===== src/rtl/onoff_map.svh =====
// Offsets, fields, reset values and timing counts of the on/off and contact block
`ifndef ONOFF_MAP_SVH
`define ONOFF_MAP_SVH

// ----------------------------------------
// Register offsets
// ----------------------------------------
`define REG_CTRL 8'h00
`define REG_CONTACT_SEL 8'h04
`define REG_PAR_CFG 8'h08
`define REG_STATUS 8'h0C
`define REG_IRQ_STATUS 8'h10
`define REG_IRQ_MASK 8'h14

// ----------------------------------------
// Fields and reset values
// ----------------------------------------
`define CTRL_MODE_BIT 0
`define SEL_WIDTH 3
`define CONTACT_SEL_RESET 15'h4688
`define PAR_COUNT_LSB 0
`define PAR_INDEX_LSB 4
`define PAR_FIELD_WIDTH 4
`define PAR_CFG_RESET 8'h01
`define PAR_MAX_MODULES 4'h8
`define IRQ_WIDTH 5
`define IRQ_RUN_START 0
`define IRQ_RUN_STOP 1
`define IRQ_FAULT 2
`define IRQ_SHUTOFF 3
`define IRQ_PAR_ALARM 4

// ----------------------------------------
// Timing
// ----------------------------------------
`define CLK_FREQ_KHZ 10000
`define HOLD_TIME_MS 2000
`define BLINK_TIME_MS 500
`define HOLD_CYCLES (`HOLD_TIME_MS * `CLK_FREQ_KHZ)
`define BLINK_CYCLES (`BLINK_TIME_MS * `CLK_FREQ_KHZ)

`endif


===== src/rtl/onoff_pkg.sv =====
// Types shared by the on/off and contact block
package onoff_pkg;

  typedef enum logic [2:0] {
    ST_STOP = 3'b001,
    ST_STANDBY = 3'b010,
    ST_RUN = 3'b100
  } state_type;

  typedef enum logic [2:0] {
    SRC_POWERED = 3'h0,
    SRC_COMPENSATING = 3'h1,
    SRC_CURRENT_LIMIT = 3'h2,
    SRC_FAULT = 3'h3,
    SRC_DC_LINK = 3'h4,
    SRC_PAR_ALARM = 3'h5,
    SRC_STANDBY = 3'h6,
    SRC_NONE = 3'h7
  } src_sel_type;

endpackage


===== src/rtl/remote_onoff_status_contacts.sv =====
// Remote start/stop, status flags and programmable relay contacts
`timescale 1ns/100ps
`include "onoff_map.svh"
module remote_onoff_status_contacts
  import onoff_pkg::*;
#(
  parameter int HOLD_CYCLES = `HOLD_CYCLES,
  parameter int BLINK_CYCLES = `BLINK_CYCLES
) (
  input wire logic core_clk,
  input wire logic resetn,
  input wire logic [7:0] addr,
  input wire logic [31:0] wdata,
  input wire logic wr,
  input wire logic rd,
  output logic [31:0] rdata,
  input wire logic emergency_shutoff_input,
  input wire logic onoff_contact,
  input wire logic panel_onoff_key,
  input wire logic panel_reset_key,
  input wire logic load_over_capacity,
  input wire logic fault_detected,
  input wire logic dc_link_abnormal,
  output logic filter_run,
  output logic compensating_indicator,
  output logic compensating_status,
  output logic current_limit_status,
  output logic fault_status,
  output logic dc_link_fault_status,
  output logic par_alarm,
  output logic buzzer,
  output logic powered_contact,
  output logic compensating_contact,
  output logic current_limit_contact,
  output logic fault_contact,
  output logic dc_link_fault_contact,
  output logic irq
);

  localparam int BW = $clog2(BLINK_CYCLES + 1);

  generate
    if (BLINK_CYCLES < 2) begin : g_check
      $error("BLINK_CYCLES must be at least 2");
    end
  endgenerate

  // ----------------------------------------
  // Declarations
  // ----------------------------------------
  state_type state;
  state_type next_state;
  logic level_mode;
  logic next_level_mode;
  logic [14:0] contact_sel;
  logic [14:0] next_contact_sel;
  logic [7:0] par_cfg;
  logic [7:0] next_par_cfg;
  logic [`IRQ_WIDTH-1:0] irq_status;
  logic [`IRQ_WIDTH-1:0] next_irq_status;
  logic [`IRQ_WIDTH-1:0] irq_mask;
  logic [`IRQ_WIDTH-1:0] next_irq_mask;
  logic [`IRQ_WIDTH-1:0] events;
  logic [31:0] next_rdata;
  logic next_fault;
  logic next_buzzer;
  logic next_dc_link;
  logic prev_par_bad;
  logic par_bad;
  logic start_ok;
  logic contact_level;
  logic contact_rise;
  logic contact_fall;
  logic [BW-1:0] blink_cnt;
  logic [BW-1:0] next_blink_cnt;
  logic blink;
  logic next_blink;
  logic [7:0] src;
  logic [4:0] contacts;
  logic [4:0] next_contacts;
  logic ctrl_written;
  logic [3:0] par_count;
  logic [3:0] par_index;

  contact_qualifier #(
    .QUAL_CYCLES(HOLD_CYCLES)
  ) u_qual (
    .core_clk(core_clk),
    .resetn(resetn),
    .raw(onoff_contact),
    .level(contact_level),
    .rise(contact_rise),
    .fall(contact_fall)
  );

  // ----------------------------------------
  // Register bus
  // ----------------------------------------
  always_comb begin
    next_level_mode = level_mode;
    next_contact_sel = contact_sel;
    next_par_cfg = par_cfg;
    next_irq_mask = irq_mask;
    next_rdata = 32'h0000_0000;
    if (wr) begin
      case (addr)
        `REG_CTRL: next_level_mode = wdata[`CTRL_MODE_BIT];
        `REG_CONTACT_SEL: next_contact_sel = wdata[14:0];
        `REG_PAR_CFG: next_par_cfg = wdata[7:0];
        `REG_IRQ_MASK: next_irq_mask = wdata[`IRQ_WIDTH-1:0];
        default: ;
      endcase
    end
    if (rd) begin
      case (addr)
        `REG_CTRL: next_rdata = {31'h0000_0000, level_mode};
        `REG_CONTACT_SEL: next_rdata = {17'h0_0000, contact_sel};
        `REG_PAR_CFG: next_rdata = {24'h00_0000, par_cfg};
        `REG_STATUS: next_rdata = {23'h00_0000, contact_level,
          emergency_shutoff_input, buzzer, par_alarm, dc_link_fault_status,
          fault_status, current_limit_status, state == ST_STANDBY, state == ST_RUN};
        `REG_IRQ_STATUS: next_rdata = {27'h000_0000, irq_status};
        `REG_IRQ_MASK: next_rdata = {27'h000_0000, irq_mask};
        default: next_rdata = 32'h0000_0000;
      endcase
    end
  end

  always_ff @(posedge core_clk or negedge resetn) begin
    if (!resetn) begin
      level_mode <= 1'b0;
      contact_sel <= `CONTACT_SEL_RESET;
      par_cfg <= `PAR_CFG_RESET;
      irq_mask <= '0;
      rdata <= 32'h0000_0000;
    end else begin
      level_mode <= next_level_mode;
      contact_sel <= next_contact_sel;
      par_cfg <= next_par_cfg;
      irq_mask <= next_irq_mask;
      rdata <= next_rdata;
    end
  end

  // ----------------------------------------
  // Parallel settings check
  // ----------------------------------------
  assign par_count = par_cfg[`PAR_COUNT_LSB +: `PAR_FIELD_WIDTH];
  assign par_index = par_cfg[`PAR_INDEX_LSB +: `PAR_FIELD_WIDTH];
  assign par_bad = (par_count == 4'h0) || (par_count > `PAR_MAX_MODULES) ||
    (par_index >= par_count);
  assign start_ok = !par_bad && !fault_status && !emergency_shutoff_input;

  // ----------------------------------------
  // Run state
  // ----------------------------------------
  always_comb begin
    next_state = state;
    case (state)
      ST_STOP: begin
        if (start_ok && panel_onoff_key) begin
          if (!level_mode) begin
            next_state = ST_RUN;
          end else if (contact_level) begin
            next_state = ST_STANDBY;
          end
        end else if (start_ok && !level_mode && contact_rise) begin
          next_state = ST_RUN;
        end
      end
      ST_STANDBY: begin
        if (panel_onoff_key || !level_mode) begin
          next_state = ST_STOP;
        end else if (start_ok && contact_rise) begin
          next_state = ST_RUN;
        end
      end
      ST_RUN: begin
        if (panel_onoff_key) begin
          next_state = ST_STOP;
        end else if (!level_mode && contact_rise) begin
          next_state = ST_STOP;
        end else if (level_mode && contact_fall) begin
          next_state = ST_STANDBY;
        end
      end
      default: next_state = ST_STOP;
    endcase
    if (emergency_shutoff_input || next_fault || par_bad) begin
      next_state = ST_STOP;
    end
  end

  always_comb begin
    next_fault = fault_status;
    next_buzzer = buzzer;
    if (panel_reset_key) begin
      next_fault = 1'b0;
      next_buzzer = 1'b0;
    end
    if (fault_detected) begin
      next_fault = 1'b1;
      next_buzzer = 1'b1;
    end
    if (par_bad && !prev_par_bad) begin
      next_buzzer = 1'b1;
    end
    next_dc_link = dc_link_abnormal;
  end

  always_ff @(posedge core_clk or negedge resetn) begin
    if (!resetn) begin
      state <= ST_STOP;
      fault_status <= 1'b0;
      buzzer <= 1'b0;
      dc_link_fault_status <= 1'b0;
      prev_par_bad <= 1'b0;
    end else begin
      state <= next_state;
      fault_status <= next_fault;
      buzzer <= next_buzzer;
      dc_link_fault_status <= next_dc_link;
      prev_par_bad <= par_bad;
    end
  end

  assign filter_run = (state == ST_RUN) && !emergency_shutoff_input;
  assign compensating_status = filter_run;
  assign current_limit_status = filter_run && load_over_capacity;
  assign par_alarm = par_bad;

  // ----------------------------------------
  // Standby blink and contacts
  // ----------------------------------------
  always_comb begin
    next_blink_cnt = blink_cnt + BW'(1);
    next_blink = blink;
    if (state != ST_STANDBY) begin
      next_blink_cnt = '0;
      next_blink = 1'b0;
    end else if (blink_cnt == BW'(BLINK_CYCLES - 1)) begin
      next_blink_cnt = '0;
      next_blink = ~blink;
    end
  end

  assign src = {1'b0, state == ST_STANDBY, par_bad, dc_link_fault_status,
    fault_status, current_limit_status, compensating_status, 1'b1};

  genvar gi;
  generate
    for (gi = 0; gi < 5; gi++) begin : g_contact
      assign next_contacts[gi] = src[contact_sel[gi*`SEL_WIDTH +: `SEL_WIDTH]];
    end
  endgenerate

  always_ff @(posedge core_clk or negedge resetn) begin
    if (!resetn) begin
      blink_cnt <= '0;
      blink <= 1'b0;
      contacts <= '0;
    end else begin
      blink_cnt <= next_blink_cnt;
      blink <= next_blink;
      contacts <= next_contacts;
    end
  end

  assign compensating_indicator = filter_run || blink;
  assign powered_contact = contacts[0];
  assign compensating_contact = contacts[1];
  assign current_limit_contact = contacts[2];
  assign fault_contact = contacts[3];
  assign dc_link_fault_contact = contacts[4];

  // ----------------------------------------
  // Interrupts
  // ----------------------------------------
  assign events[`IRQ_RUN_START] = (next_state == ST_RUN) && (state != ST_RUN);
  assign events[`IRQ_RUN_STOP] = (next_state != ST_RUN) && (state == ST_RUN);
  assign events[`IRQ_FAULT] = fault_detected && !fault_status;
  assign events[`IRQ_SHUTOFF] = emergency_shutoff_input;
  assign events[`IRQ_PAR_ALARM] = par_bad && !prev_par_bad;

  always_comb begin
    next_irq_status = irq_status;
    if (rd && addr == `REG_IRQ_STATUS) begin
      next_irq_status = '0;
    end
    next_irq_status = next_irq_status | events;
  end

  always_ff @(posedge core_clk or negedge resetn) begin
    if (!resetn) begin
      irq_status <= '0;
      ctrl_written <= 1'b0;
    end else begin
      irq_status <= next_irq_status;
      ctrl_written <= ctrl_written || (wr && addr == `REG_CTRL);
    end
  end

  assign irq = |(irq_status & irq_mask);
endmodule


===== src/rtl/contact_qualifier.sv =====
// Two-second qualification of the input dry contact
`timescale 1ns/100ps
module contact_qualifier #(
  parameter int QUAL_CYCLES = 20000000
) (
  input wire logic core_clk,
  input wire logic resetn,
  input wire logic raw,
  output logic level,
  output logic rise,
  output logic fall
);

  localparam int CW = $clog2(QUAL_CYCLES + 1);

  generate
    if (QUAL_CYCLES < 2) begin : g_check
      $error("QUAL_CYCLES must be at least 2");
    end
  endgenerate

  logic [CW-1:0] cnt;
  logic [CW-1:0] next_cnt;
  logic next_level;
  logic next_rise;
  logic next_fall;

  // ----------------------------------------
  // Qualification counter
  // ----------------------------------------
  always_comb begin
    next_cnt = '0;
    next_level = level;
    next_rise = 1'b0;
    next_fall = 1'b0;
    if (raw != level) begin
      if (cnt == CW'(QUAL_CYCLES - 1)) begin
        next_level = raw;
        next_rise = raw;
        next_fall = ~raw;
      end else begin
        next_cnt = cnt + CW'(1);
      end
    end
  end

  always_ff @(posedge core_clk or negedge resetn) begin
    if (!resetn) begin
      cnt <= '0;
      level <= 1'b0;
      rise <= 1'b0;
      fall <= 1'b0;
    end else begin
      cnt <= next_cnt;
      level <= next_level;
      rise <= next_rise;
      fall <= next_fall;
    end
  end
endmodule


===== config.mk =====
export PLATFORM = sky130hd
export DESIGN_NAME = remote_onoff_status_contacts
export DESIGN_NICKNAME = d
export VERILOG_FILES = /design/src/rtl/onoff_pkg.sv /design/src/rtl/remote_onoff_status_contacts.sv /design/src/rtl/contact_qualifier.sv
export VERILOG_INCLUDE_DIRS = /design/src /design/src/rtl
export SDC_FILE = /design/constraint.sdc
export NUM_CORES = 1
export LEC_CHECK = 0
export BUFFER_PORTS_ARGS = -buffer_cell sky130_fd_sc_hd__buf_2
export CORE_MARGIN = 4
export CORE_UTILIZATION = 35
export CTS_CLUSTER_DIAMETER = 200
export DETAILED_ROUTE_END_ITERATION = 10
export PLACE_DENSITY = 0.58
export SKIP_LAST_GASP = 1
export SYNTH_ARGS = -nofsm -noshare
export SYNTH_HDL_FRONTEND = slang
export SYNTH_SLANG_ARGS = --single-unit

===== constraint.sdc =====
create_clock -name core_clk -period 5.9 [get_ports core_clk]
set_input_delay 0.295 -clock core_clk [delete_from_list [all_inputs] [get_ports core_clk]]
set_output_delay 0.295 -clock core_clk [all_outputs]
set_load 0.02 [all_outputs]

After elaboration in Yosys (flattened, before gate mapping)
Index checks and enable logic that the tools add are counted.

$add $sub $neg: 2. Magnitude comparators: 7. Eq/ne operators: 15. Mux-type cells: 39. Bitwise operators: 4. Reduce and logical (&&, ||, !) cells: 36.

Operators by type and width (count): 15-bit case mux with 6 select lines (1); 25-bit two-way mux (2); 23-bit two-way mux (2); 3-bit two-way mux (10); 25-bit by 1-bit adder with 25-bit output (second input constant) (1); 25-bit equality test (second input constant) (1); 23-bit by 1-bit adder with 23-bit output (second input constant) (1); 23-bit equality test (second input constant) (1); 3-bit by 4-bit less-than comparator with 1-bit output (second input constant) (5); 8-bit by 4-bit equality test with 1-bit output (second input constant) (2); 8-bit by 5-bit equality test with 1-bit output (second input constant) (2); 1-bit two-way mux (16); 1-bit binary-select mux with 3-bit select (5); 1-bit logical AND (15); 15-bit two-way mux (1); 2-bit AND reduction (5); 3-bit case mux with 3 select lines (1); 8-bit by 3-bit equality test with 1-bit output (second input constant) (1); 8-bit logical NOT (1); 3-bit equality test (second input constant) (2); 1-bit logical OR (6); 3-bit != test (second input constant) (2); 5-bit bitwise AND (1); 1-bit logical NOT (5); other kinds (13) (14).

Register bits after elaboration: 130. Input bits: 51. Output and inout bits: 46. Word-level logic and storage cells: 121.

Depth between registers and ports, before layout
Word-level depth: 15. Depth in mapped cells: 7. Mapped depth without buffers: 6.

Cells and area by module
A second synthesis with hierarchy kept.

Cell total of the unflattened synthesis: 563. Area total of the unflattened synthesis: 5910.7 um2.

Modules (own cells, without submodules): remote_onoff_status_contacts (times used 1, cells an instance 411, area each 4433.0 um2, sequential area each 2135.8 um2); contact_qualifier (times used 1, cells an instance 152, area each 1477.7 um2, sequential area each 700.7 um2).

Worst setup path before layout
No wires, ideal clock.

Path kind: register to output. Start point: register par_cfg[2]. End point: output par_alarm. Arrival: 1.793 ns. Required time: 5.605 ns. Setup slack: 3.812 ns. Cell stages (with the launch flop): 8. Buffers on the path: 1. Cell sequence: dfrtp_1 -> inv_1 -> ha_1 -> and3_1 -> a211oi_2 -> and2_0 -> clkbuf_1 -> inv_1.

Word-level cells in the longest chain between the ends: 3. Elaborated cells between the ends (all ways): 5. Those cells by class: order compare (2); reduce/logical (3).

Ends and longest elaborated chain: start, declared (line remote_onoff_status_contacts.sv:57) `logic [7:0] par_cfg;`; start signal, assigned (line remote_onoff_status_contacts.sv:133) `` par_cfg <= `PAR_CFG_RESET; ``; start signal, assigned (line remote_onoff_status_contacts.sv:139) `par_cfg <= next_par_cfg;`; 4-bit greater-than comparator (no source line) or 4-bit logical NOT (tied branches); 1-bit logical OR (line remote_onoff_status_contacts.sv:150) `` assign par_bad = (par_count == 4'h0) || (par_count > `PAR_MAX_MODULES) || ``; 1-bit logical OR (*) (line remote_onoff_status_contacts.sv:150); end, declared (line remote_onoff_status_contacts.sv:30) `output logic par_alarm,`.

Mark *: on every way between the ends. The rest lies on a longest branch, timed or not.

Final worst setup path
Start point: register par_cfg[3]. End point: output par_alarm.

The elaborated chain is that of the path after synthesis.

==> results.toml <==
[pwr]
power_frac_clock_pct = 51.2
p_sw_uw = 442.4
swShare_pct = 22.56
ir_worst_vdd_uv = 236.1
p_leak_nw = 2.904
comb_power_share_pct = 6.8
power.density_nw_per_um2 = 281.9
p_seq_share_pct = 42.0
power_mw = 1.961
intPower_mw = 1.518

[cts]
cts_root_buffer = "clkbuf_16"
htree_levels = 4
cts_buffers = 17
tritoncts = "built"
cts_sinks = 113
path_clk_slew_ns = 0.05
cts-resized-gates = 0
clk_path_buf_depth = 2
clock_latency_ns = 0.41

[cells_and_area]
layout-drive-gt1-share_pct = 22.43
layout_common_cells = "dfrtp_1 (106), buf_2 (61), nor2_1 (43)"
num-nets-final = 696
mostFrequentLayoutCell = "dfrtp_1"
stdcell_area_sq_um = 6955
antennaDiodeCount = 0
finish.utilization_pct = 41.94
synthToLayoutAreaGrowth_pct = 17.28

[sta]
setup_viol = 0
worst_slew_pin_slew_ns = 1.083
clock_skew_ns = 0.005682
slew_viol_final = 0
relSlewSlack_pct = 27.61
setup_tns_ns = 0
timing.final.hold_violations = 0
period_needed_ns = 2.976
rsz0062_at_grt = "false"
fmax_mhz = 336.0
finalWorstSetupSlack_ns = 2.924
period_share_pct = 50.44

[run_status]
outcome = "finished clean"

[drt]
drc = 0
post_drt_via_cell_ratio = 5.435
routed_wl_um = 14220
routedWlPerCell_um = 16.33
dr.pass1.iters = 4
drtAntennaViolNets = 0
vias = 4734
drtIter0Drc = 326

[die]
die_y_um = 138.2
start_util_pct = 35.76
rows = 47
core_sq_um = 16580
dieArea_sq_um = 19090
die_w_um = 138.2
io_pins = 97

[yosys]
synth_seq_cells = 113
synth-edff-count = 0
postSynthAreaPerCell_sq_um = 10.21
synth_ff_type = "dfrtp_1"
ys_seq_area_share_pct = 47.83
syn_inst = 581
async_flop_share_pct = 100.0
netlist_area_sq_um = 5931
yosysUniqueCellTypes = 69
yosys_warnings = 0

[grt]
grt_max_degree = 71
antenna_found_initial = 0
gr-total-overflow = 0
grt_pass1_wl_um = 23920
grt_pass1_vias = 4700
grt.total_usage_pct = 15.27

[critical_path]
cp.required_ns = 5.61
cp_max_fo = 8
start_kind = "register"
endpoint_kind = "output pin"
r2r_cells = 6
arrival_ns = 2.68
path_class = "register to output pin"

[placed_design]
pre_cts_slack_ns = 3.311
io_buffers = 62
place_congestion = 0.8779
placed_area_sq_um = 6351
hpwl_um = 9960

[worst_hold_path]
worstHoldPathCells = 2
hp-class = "input pin to register"

[job]
cap_violations = 0
==> per-layer routing <==
layer | share of wire [%] | wire length (um) | up-vias | track usage, %
met3 | 5.9 | 844 | 22 | 4.938
met5 | 0 | 0 | - | 0
met4 | 2.1 | 292 | 0 | 4.940
met1 | 44 | 6225 | 2349 | 19.26
met2 | 48 | 6859 | 130 | 24.97
li1 | - | - | 2233 | -
==> power by group through the flow <==
stage / registers (mW) / clock network [mW] / logic [mW]
floorplan: 0.832 / 0 / 0.0833
finish: 0.823 / 1.00 / 0.134
CTS: 0.822 / 1.03 / 0.135
global route: 0.825 / 1.07 / 0.149
detailed placement: 0.835 / 0 / 0.133
global placement: 0.834 / 0 / 0.131
==> cells in the mapped netlist (6+ instances only) <==
cell type	number	area (sq um)
xnor2_1	12	105.1
or3_1	6	37.54
nor4_1	6	37.54
a21oi_1	28	140.1
nor2_1	43	161.4
dfrtp_1	106	2653
buf_4	19	142.6
o21ai_0	23	115.1
nand2_1	22	82.58
nand3_1	32	160.2
and4_1	6	52.55
nand2b_1	8	50.05
dfstp_2	7	183.9
xor2_1	15	131.4
nand4_1	16	100.1
o31ai_1	16	120.1
or4_1	15	112.6
clkbuf_1	20	75.07
mux2i_1	7	70.07
and3_1	10	62.56
nor3_1	9	45.04
ha_1	6	75.07
mux2_2	34	382.9
and2_1	10	62.56
inv_1	21	78.83
==> logic make-up (layout without fill, tap and decap cells) <==
logic type                 after synthesis  after routing  share of synthesized area (%)
other                                    1             17                        0.06323
xor gates and xnor gates                27             27                          3.987
and+or+nand+nor                        215            215                          20.72
muxes                                   41             41                          7.637
adders and majority gates                6              6                          1.266
AOI/OAI and AO/OA                      114            114                          13.08
DFF                                    113            113                          47.83
buffers and inverters                   64            118                          5.422
==> registers in the layout, indices dropped and copies added (netlist names), 3 cells and up <==
register     flops
blink_cnt       23
contact_sel     15
contacts         5
irq_mask         5
irq_status       5
par_cfg          8
rdata           15
state            3
u_qual.cnt      25
==> area by class of cell <==
class,instances,area [sq um]
tap,220,275.3
timing repair buffer,66,347.8
inverter,21,78.83
fill,1591,9628
sequential,113,2836
clock buffer,26,509.2
multi-input combinational,420,2833
clock inverter,5,75.07
==> final timing paths <==
kind	slack [ns]	end	from
worst max-delay path	2.92	par_alarm	par_cfg[3]
worst min-delay path	0.12	contact_sel[12]	wdata[12]
worst max register to register	3.62	contacts[3]	par_cfg[3]
worst min register to register	0.50	irq_status[4]	prev_par_bad
max in group asynchronous	4.20	u_qual.cnt[17]	resetn
min in group asynchronous	0.42	rdata[4]	resetn
==> stage by stage <==
step / hold slack (ns) / std cells
after floorplan: -0.0005911 / 597
after global placement: 0.3256 / 838
after detailed placement: 0.3281 / 838
after CTS: 0.09866 / 871
after global routing: 0.1010 / 871
final: 0.1189 / 871
==> critical path, cell delays in order (launching register included) <==
cell	delay (ns)
dfrtp_1	0.43
inv_1	0.08
ha_1	0.31
and3_1	0.16
a211oi_2	0.53
and2_0	0.48
inv_1	0.11
buf_2	0.18
==> what timing repair did <==
| action | 4_1_cts | 5_1_grt |
|---|---|---|
| setup buffers | 0 | 0 |
| hold buffers | 2 | 0 |
| endpoints found under the hold margin | 38 | 0 |
Note: power is estimated with default switching activity, not from simulation.
